`src/eeprom_pkg.sv`:
```
/*
 * shared constants and types for the serial eeprom pin interface.
 * assumes a 250 MHz system clock that oversamples the serial pins.
 */
package eeprom_pkg;
    // =========================================================
    // timing
    localparam int CLK_MHZ                = 250;
    localparam int PROGRAM_CYCLE_TIME_US  = 4000;   // 4.0 ms
    localparam int PROGRAM_CYCLES         = PROGRAM_CYCLE_TIME_US * CLK_MHZ;
    // =========================================================
    // opcodes (upper nibble zero, bit 3 ignored)
    localparam logic [7:0] OPC_MASK       = 8'hF7;
    localparam logic [7:0] OPC_SET_WEL    = 8'h06;
    localparam logic [7:0] OPC_CLR_WEL    = 8'h04;
    localparam logic [7:0] OPC_STAT_RD    = 8'h05;
    localparam logic [7:0] OPC_STAT_ST    = 8'h01;
    localparam logic [7:0] OPC_MEM_RD     = 8'h03;
    localparam logic [7:0] OPC_MEM_WR     = 8'h02;
    localparam logic [3:0] STAT_TOP_ONES  = 4'hF;
    localparam logic [3:0] BIT_LAST       = 4'h7;
    localparam logic [3:0] BIT_BYTE       = 4'h8;
    localparam int         FIFO_DEPTH     = 8;

    typedef enum logic [1:0] {
        PH_OPCODE = 2'b00,
        PH_ADDR   = 2'b01,
        PH_DATA   = 2'b11,
        PH_IGNORE = 2'b10
    } phase_e;

    // write request handed to the program engine
    typedef struct packed {
        logic       isStatus;
        logic [8:0] addr;
        logic [7:0] data;
    } wr_req_s;
endpackage : eeprom_pkg

```
`src/spi_eeprom_pins.sv`:
```
/*
 * pin-level slave side of a small serial eeprom: frame control, hold,
 * write protect, status bits and the internal program timer.
 * assumes the pins are asynchronous to clock and slow against it;
 * the memory array itself lives outside, behind the memWr and memRd ports.
 */
// Contract
// cs high: deselected, output tri-stated
// standby when idle; deselect never aborts programming
// cs low makes device active
// host sends opcode first each frame
// sample data in on rising serial clock
// opcode, then address, then data, one frame
// change data out on falling serial clock only
// write protect low clears write enable latch
// protected: no programming, other commands work
// hold pauses transfer, stays selected
// hold: output tri-stated, clock and data ignored
// host keeps cs low during hold
// programming cycle ends within 4.0 ms
// cs rise resets bit counter and decoder
// opcode is one byte, msb first
// undefined opcode: ignore rest of frame
// only write-enable command sets latch
// write-in-progress one only while programming
`timescale 1ns/1ps
`default_nettype none
module spi_eeprom_pins
    import eeprom_pkg::*;
#(
    parameter int PROG_CYCLES = PROGRAM_CYCLES
) (
    input  wire logic       clock,
    input  wire logic       rst_n,
    input  wire logic       clkEn,
    input  wire logic       csPin_n,
    input  wire logic       sckPin,
    input  wire logic       siPin,
    input  wire logic       wpPin_n,
    input  wire logic       holdPin_n,
    output logic            soOut,
    output logic            soOe,
    output logic            memWrValid,
    output logic [8:0]      memWrAddr,
    output logic [7:0]      memWrData,
    output logic            memRdReq,
    output logic [8:0]      memRdAddr,
    input  wire logic [7:0] memRdData,
    output logic [1:0]      blockProt,
    output logic            writeInProgress,
    output logic            writeEnableLatch
);
    // =========================================================
    // synchronisers
    logic [4:0] syncA_r;
    logic [4:0] syncB_r;
    always_ff @(posedge clock) begin
        if (!rst_n) begin
            // idle levels, so no false edge follows reset
            syncA_r <= 5'h13;
            syncB_r <= 5'h13;
        end else if (clkEn) begin
            syncA_r <= {csPin_n, sckPin, siPin, wpPin_n, holdPin_n};
            syncB_r <= syncA_r;
        end
    end
    wire csN   = syncB_r[4];
    wire sck   = syncB_r[3];
    wire si    = syncB_r[2];
    wire wpN   = syncB_r[1];
    wire holdN = syncB_r[0];

    logic sckPrev_r;
    logic csPrev_r;
    wire  active  = !csN && holdN;
    wire  sckRise = active && sck && !sckPrev_r;
    wire  sckFall = active && !sck && sckPrev_r;
    wire  csRise  = csN && !csPrev_r;

    // =========================================================
    // frame decoder
    phase_e     phase_r;
    logic [3:0] bitCnt_r;
    logic [7:0] shift_r;
    logic [7:0] opc_r;
    logic [8:0] addr_r;
    logic [7:0] txByte_r;
    logic       so_r;
    logic       oe_r;
    logic       wel_r;
    logic [1:0] bp_r;
    logic       busy_r;
    logic [$clog2(PROG_CYCLES+1)-1:0] progCnt_r;
    logic       discard_r;
    logic       memRdAck_r;
    logic       soLive_r;

    wire [7:0] rxByte   = {shift_r[6:0], si};
    wire       byteDone = sckRise && (bitCnt_r == BIT_LAST);
    wire [7:0] opcM     = rxByte & OPC_MASK;
    wire [7:0] opcBase  = {opcM[7:4], 1'b0, opcM[2:0]};
    wire       opcValid = (opcM[7:4] == 4'h0) &&
                          (opcBase == OPC_SET_WEL || opcBase == OPC_CLR_WEL ||
                           opcBase == OPC_STAT_RD || opcBase == OPC_STAT_ST ||
                           opcBase == OPC_MEM_RD  || opcBase == OPC_MEM_WR);
    wire       isRead   = (opc_r == OPC_STAT_RD) || (opc_r == OPC_MEM_RD);
    wire       isWrite  = (opc_r == OPC_MEM_WR) || (opc_r == OPC_STAT_ST);
    wire       wrAllow  = wel_r && wpN && !busy_r;
    wire [7:0] statByte = {STAT_TOP_ONES, bp_r, wel_r, busy_r};

    // page bytes queue up until cs rises, then start one program cycle
    logic    fifoInValid;
    logic    fifoInReady;
    wr_req_s fifoIn;
    logic    fifoOutValid;
    wr_req_s fifoOut;
    wire     drain = fifoOutValid && (busy_r || discard_r);
    assign fifoInValid = byteDone && phase_r == PH_DATA && isWrite
                         && wrAllow && fifoInReady;
    assign fifoIn      = '{isStatus: opc_r == OPC_STAT_ST, addr: addr_r, data: rxByte};

    wr_fifo #(.WIDTH($bits(wr_req_s)), .DEPTH(FIFO_DEPTH)) uFifo (
        .clock    (clock),
        .rst_n    (rst_n),
        .clkEn    (clkEn),
        .inValid  (fifoInValid),
        .inReady  (fifoInReady),
        .inData   (fifoIn),
        .outValid (fifoOutValid),
        .outReady (drain),
        .outData  (fifoOut)
    );

    always_ff @(posedge clock) begin
        if (!rst_n) begin
            sckPrev_r <= 1'b0;
            csPrev_r  <= 1'b1;
            phase_r   <= PH_OPCODE;
            bitCnt_r  <= '0;
            shift_r   <= '0;
            opc_r     <= '0;
            addr_r    <= '0;
            txByte_r  <= '0;
            so_r      <= 1'b0;
            oe_r      <= 1'b0;
            memRdReq  <= 1'b0;
            memRdAck_r <= 1'b0;
            soLive_r  <= 1'b0;
        end else if (clkEn) begin
            sckPrev_r <= sck;
            csPrev_r  <= csN;
            memRdReq  <= 1'b0;
            memRdAck_r <= memRdReq;
            if (csN) begin
                phase_r  <= PH_OPCODE;
                bitCnt_r <= '0;
                oe_r     <= 1'b0;
                soLive_r <= 1'b0;
            end else if (!holdN) begin
                oe_r <= 1'b0;
            end else begin
                if (sckRise && phase_r != PH_IGNORE) begin
                    shift_r  <= rxByte;
                    bitCnt_r <= (bitCnt_r == BIT_LAST) ? '0 : bitCnt_r + 1'b1;
                end
                if (byteDone) begin
                    case (phase_r)
                        PH_OPCODE: begin
                            opc_r     <= opcBase;
                            addr_r[8] <= rxByte[3];      // a8 rides in bit 3
                            if (!opcValid) begin
                                phase_r <= PH_IGNORE;
                            end else if (opcBase == OPC_STAT_RD) begin
                                txByte_r <= statByte;
                                phase_r  <= PH_DATA;
                            end else if (opcBase == OPC_STAT_ST) begin
                                phase_r <= PH_DATA;
                            end else if (opcBase == OPC_MEM_RD ||
                                         opcBase == OPC_MEM_WR) begin
                                phase_r <= PH_ADDR;
                            end else begin
                                phase_r <= PH_IGNORE;
                            end
                        end
                        PH_ADDR: begin
                            addr_r[7:0] <= rxByte;
                            memRdReq    <= (opc_r == OPC_MEM_RD);
                            phase_r     <= PH_DATA;
                        end
                        PH_DATA: begin
                            addr_r <= addr_r + 9'h001;
                            if (opc_r == OPC_MEM_RD) memRdReq <= 1'b1;
                        end
                        default: phase_r <= PH_IGNORE;
                    endcase
                end
                if (phase_r == PH_DATA && opc_r == OPC_STAT_RD && bitCnt_r == '0)
                    txByte_r <= statByte;                // live status each byte
                // array answers one cycle after the request
                if (phase_r == PH_DATA && opc_r == OPC_MEM_RD && memRdAck_r)
                    txByte_r <= memRdData;
                if (sckFall && phase_r == PH_DATA && isRead) begin
                    so_r     <= txByte_r[3'(BIT_LAST - bitCnt_r)];
                    oe_r     <= 1'b1;
                    soLive_r <= 1'b1;
                end else begin
                    oe_r <= soLive_r;                    // drive again after hold
                end
            end
        end
    end
    assign memRdAddr = addr_r;

    // =========================================================
    // write latch, status and program timer
    wire frameEndOk = csRise && bitCnt_r == '0;
    wire doSetWel   = frameEndOk && phase_r == PH_IGNORE && opc_r == OPC_SET_WEL;
    wire doClrWel   = frameEndOk && phase_r == PH_IGNORE && opc_r == OPC_CLR_WEL;
    wire startProg  = frameEndOk && phase_r == PH_DATA && isWrite && fifoOutValid && wrAllow;
    wire dropQueue  = csRise && fifoOutValid && !busy_r && !startProg;
    wire progDone   = busy_r && !fifoOutValid && progCnt_r == '0;

    always_ff @(posedge clock) begin
        if (!rst_n) begin
            wel_r      <= 1'b0;
            bp_r       <= 2'b00;
            busy_r     <= 1'b0;
            discard_r  <= 1'b0;
            progCnt_r  <= '0;
            memWrValid <= 1'b0;
            memWrAddr  <= '0;
            memWrData  <= '0;
        end else if (clkEn) begin
            memWrValid <= 1'b0;
            if (!wpN || doClrWel || progDone) wel_r <= 1'b0;
            else if (doSetWel && !busy_r)     wel_r <= 1'b1;
            if (startProg) begin
                busy_r     <= 1'b1;
                progCnt_r  <= ($bits(progCnt_r))'(PROG_CYCLES - 1);
            end else if (busy_r) begin
                if (progCnt_r != '0) progCnt_r <= progCnt_r - 1'b1;
                if (progDone) busy_r <= 1'b0;
            end
            // cut or refused frames leave bytes queued: pop them unwritten
            if (dropQueue)          discard_r <= 1'b1;
            else if (!fifoOutValid) discard_r <= 1'b0;
            if (drain && busy_r) begin
                if (fifoOut.isStatus) bp_r <= fifoOut.data[3:2];
                else begin
                    memWrValid <= 1'b1;
                    memWrAddr  <= fifoOut.addr;
                    memWrData  <= fifoOut.data;
                end
            end
        end
    end

    // only whole-byte frames with the latch set ever reach the array
    assign soOut            = so_r;
    assign soOe             = oe_r;
    assign blockProt        = bp_r;
    assign writeInProgress  = busy_r;
    assign writeEnableLatch = wel_r;
endmodule : spi_eeprom_pins
`default_nettype wire

```
`src/wr_fifo.sv`:
```
/*
 * small synchronous fifo holding page-write bytes.
 * assumes one clock, synchronous active-low reset.
 */
`timescale 1ns/1ps
`default_nettype none
module wr_fifo #(
    parameter int WIDTH = 18,
    parameter int DEPTH = 8
) (
    input  wire logic             clock,
    input  wire logic             rst_n,
    input  wire logic             clkEn,
    input  wire logic             inValid,
    output logic                  inReady,
    input  wire logic [WIDTH-1:0] inData,
    output logic                  outValid,
    input  wire logic             outReady,
    output logic      [WIDTH-1:0] outData
);
    localparam int AW = $clog2(DEPTH);
    logic [WIDTH-1:0] mem [DEPTH];
    logic [AW:0]      wrPtr_r;
    logic [AW:0]      rdPtr_r;
    wire  [AW:0]      fill = wrPtr_r - rdPtr_r;
    wire              push = inValid && inReady && clkEn;
    wire              pop  = outValid && outReady && clkEn;

    assign inReady  = (fill != (AW+1)'(DEPTH));
    assign outValid = (fill != '0);
    assign outData  = mem[rdPtr_r[AW-1:0]];

    always_ff @(posedge clock) begin
        if (push) mem[wrPtr_r[AW-1:0]] <= inData;
    end
    always_ff @(posedge clock) begin
        if (!rst_n) begin
            wrPtr_r <= '0;
            rdPtr_r <= '0;
        end else begin
            if (push) wrPtr_r <= wrPtr_r + 1'b1;
            if (pop)  rdPtr_r <= rdPtr_r + 1'b1;
        end
    end
endmodule : wr_fifo
`default_nettype wire

```
`config.mk`:
```
export PLATFORM = sky130hd
export DESIGN_NAME = spi_eeprom_pins
export DESIGN_NICKNAME = d
export VERILOG_FILES = /design/src/eeprom_pkg.sv /design/src/spi_eeprom_pins.sv /design/src/wr_fifo.sv
export SDC_FILE = /design/constraint.sdc
export NUM_CORES = 1
export LEC_CHECK = 0
export ABC_AREA = 1
export BUFFER_PORTS_ARGS = -buffer_cell sky130_fd_sc_hd__buf_4
export CORE_MARGIN = 2
export CORE_UTILIZATION = 45
export CTS_CLUSTER_DIAMETER = 150
export CTS_CLUSTER_SIZE = 30
export DETAILED_ROUTE_END_ITERATION = 16
export PLACE_DENSITY = 0.71
export SLEW_MARGIN = 20
export SYNTH_ARGS = -nofsm -noshare
export SYNTH_HDL_FRONTEND = slang
export SYNTH_HIERARCHICAL = 1
export SYNTH_SLANG_ARGS = --single-unit
export TNS_END_PERCENT = 5
```
`constraint.sdc`:
```
create_clock -name clock -period 6.75 [get_ports clock]
set_input_delay 0 -clock clock [delete_from_list [all_inputs] [get_ports clock]]
set_output_delay 0 -clock clock [all_outputs]
set_load 0.005 [all_outputs]
```
==> summary.txt <==
Outcome: finished, final reports clean
Post-route ant nets: 0
Area grow syn2layout: 9.081%
CP startpoint: uFifo/rdPtr_r[2]$_SDFFE_PN0P_
Global route total overflow: 0
Final WL: 26.44 mm
Synth cell count leaders: nor2_1 (240), nand2_1 (224), edfxtp_1 (144)
Max-slew headroom: 0.2477
Layout cells sized above 1: 0.1028
Crit Path Class: flip-flop to flip-flop
Top FF cell, synth: edfxtp_1
Vias in the first global route: 8115
Drt drc: 0
Largest net degree at the start of global routing: 77
Number of synthesized flops with an enable pin: 144
CTS Buffer Depth: 3
Fraction of registers with async set/reset: 0
Pre-CTS setup slack: 2678 ps
Pre-Repair DR Iteration Count: 5
Met3 Usage GRT: 0.02311
Mux contribution to synthesized area: 0
Clock Sinks: 252
Port Buf Inserts: 49
H-tree depth: 1
Grt met1 use: 0.2678
Die area: 26740 µm²
Startpoint Class: flip-flop
Setup Fix Bufs, Post-CTS: 0
Post-Synth Simple-Gate Area: 0.2364
Num ports: 50
Std-Cell Rows: 58
Max Slew Vio Count: 0
RSZ-0062 raised after global routing: false
Max incr delay on CP: 930 ps
Hold Crit Start: rst_n
FMAX: 239.1 MHz
Most common cell in the netlist: nor2_1
Core ar.: 25110 µm²
Final WS setup: 2568 ps
Syn Nets: 1293
GRT Overall Usage: 0.1970
Max-cap viol count: 0
Seq/Total Area, Yosys: 0.5665
Switching share of power: 0.2059
Mapped Cells: 1264
Leak: 0.005065 µW
Adder-Cell Fraction of Synth Area: 0.01421
Reg2reg start: uFifo/rdPtr_r[2]$_SDFFE_PN0P_
NetSw: 519.1 µW
Via count: 8634
Initial antenna violation count: 0
Clock latency on the worst-skew pair: 500 ps
CTS tree: built
Starting Density: 0.4560
Post-synthesis xor/xnor area fraction: 0.005355
Arr. time, crit path: 4290 ps
Final Setup Violations: 0
Bufs and invs on worst path: 1
WP data required: 6860 ps
Layout Skew: 28.55 ps
Worst-path fanout max: 18
Largest family of logic cells by synthesized area: simple AND/OR/NAND/NOR gates
Syn_area_per_cell: 9.058 µm²
Routed len/inst: 16.28 µm
Placed Cells: 1585
Seq cells post-synth: 252
Top cell type's share of synthesized area: 0.3777
Clock power frac: 0.338
Total power divided by cell area: 201.9 nW/µm²
Clock-pin slew of the registers on the worst-case setup and hold paths: 120 ps
Yosys cell types: 47
Placer Congestion: 0.8712
Cell Area, Placed: 11930 µm²
Worst-Margin Slew: 1118 ps
Synth area leader: edfxtp_1
Synth Cell Area: 11450 µm²
Die width: 163.5 µm
Combinational share of power: 0.021
Reg2Reg Depth: 10
CP top delay family: simple AND/OR/NAND/NOR gates
Post-route insts no fill: 1624
VDD IR-drop max: 0.1616 mV
Worst path cell trace: bufinv_8 -> ha_1 -> or2_1 -> nand3_1 -> nand2_2 -> nand2_4 -> nand3_1 -> nor4_1 -> nand4_1 -> nor2_2
Slowest stage cell, crit path: nor4_1
Fill cells: 2302
Cts bufs inserted: 12
Gr busiest metal: met2
Period utilization: 0.6196
Root Driver: clkbuf_16
Hold path depth: 2
Internal power: 2002 µW
CP Capture Type: flip-flop
Seq pwr share: 0.641
Final hold violations: 0
First-pass GRT wire length: 42.10 mm
Antenna diode count: 0
Total Nets Final: 1317
Initial DRC Count: 789
Die height: 163.5 µm
Fin crit period: 4182 ps
Crit-path most repeated cell: nand3_1
Design area: 12490 µm²
DP Wirelength: 17.17 mm
Complex-gate fraction of the synthesized area: 0.1083
Worst Hold Class: input port to flip-flop
Critical path depth: 10
Syn. warnings: 6
Core Util, Final: 0.4974
Vias per cell: 5.317
Synth top area cells: edfxtp_1 (38%), dfxtp_1 (19%), nor2_1 (7.9%), nand2_1 (7.3%), o21ai_0 (3.6%)
Setup TNS: 0 ps
Met2 GRT Util: 0.3423
[state kept, by name, summed over array words and instances (netlist names), 7 cells and up, named ones only]
register	cells
memRdAddr	9
memWrAddr	9
memWrData	8
opc_r	7
progCnt_r	20
shift_r	7
txByte_r	8
uFifo/mem	144
[power by group through the flow]
| stage | clock (µW) | combinational (µW) | sequential (µW) |
|---|---|---|---|
| 6_report | 852 | 52.8 | 1620 |
| 2_1_floorplan | 0 | 29.8 | 1650 |
| 3_3_place_gp | 0 | 43.0 | 1650 |
| 5_1_grt | 924 | 58.6 | 1620 |
| 3_5_place_dp | 0 | 43.5 | 1650 |
| 4_1_cts | 867 | 52.4 | 1620 |
[cell type report]
| cell class | count | area [µm²] | share of cell area |
|---|---|---|---|
| tap | 330 | 412.9 | 0.03306 |
| sequential | 252 | 6489 | 0.5195 |
| inverter | 110 | 426.7 | 0.03416 |
| clock buffer | 19 | 347.8 | 0.02785 |
| multi-input combinational | 838 | 4190 | 0.3355 |
| timing repair buffer | 74 | 603.1 | 0.04829 |
| clock inverter | 1 | 20.02 | 0.001603 |
[per-stage QoR]
step	hold slack [ps]	total power [µW]
after floorplan	122.1	1679
after global placement	209.3	1694
after detailed placement	213.1	1694
after CTS	36.68	2536
after global routing	67.78	2600
final	46.91	2521
[kinds of logic after synthesis]
kind of cell | Yosys count
compound gates | 213
xor+xnor | 7
fa+ha+maj | 13
buf+inv | 174
flops | 252
simple gates | 605
[metal layers]
metal,part of all wire,vias to the layer above
met5,0,-
met2,0.49,205
met1,0.45,4104
met4,0.014,0
met3,0.052,32
li1,-,4293
[what timing repair did]
action / CTS / global route
endpoints found under the hold margin: 20 / 0
hold buffers: 19 / 0
endpoints found under the setup margin: 0 / 0
gates resized for setup: 0 / 0
[path summary, 6_finish.rpt]
| check | end | slack, ps |
|---|---|---|
| worst max-delay path | uFifo/mem[3][14]$_DFFE_PP_ | 2570 |
| worst min register to register | opc_r[5]$_SDFFE_PN0P_ | 470 |
| worst min-delay path | syncB_r[1]$_SDFFE_PN1P_ | 50 |
| worst max register to register | uFifo/mem[3][14]$_DFFE_PP_ | 2570 |
[layout by cell type, fill, tap and decap left out, types with 5 or more instances in the layout]
cell type	count
nand3_2	9
nor2_2	10
nor2_4	9
nand4_1	21
xor2_1	6
o21ai_0	83
nor2_1	234
dfxtp_1	106
a21oi_1	58
dlygate4sd3_1	19
clkbuf_16	13
nand3_1	69
inv_2	11
ha_1	13
inv_1	97
o32ai_1	36
edfxtp_1	144
o21ai_1	23
clkbuf_1	6
buf_4	55
a31oi_1	5
nand2_1	224
No activity file was read; power rests on OpenSTA's default activity.
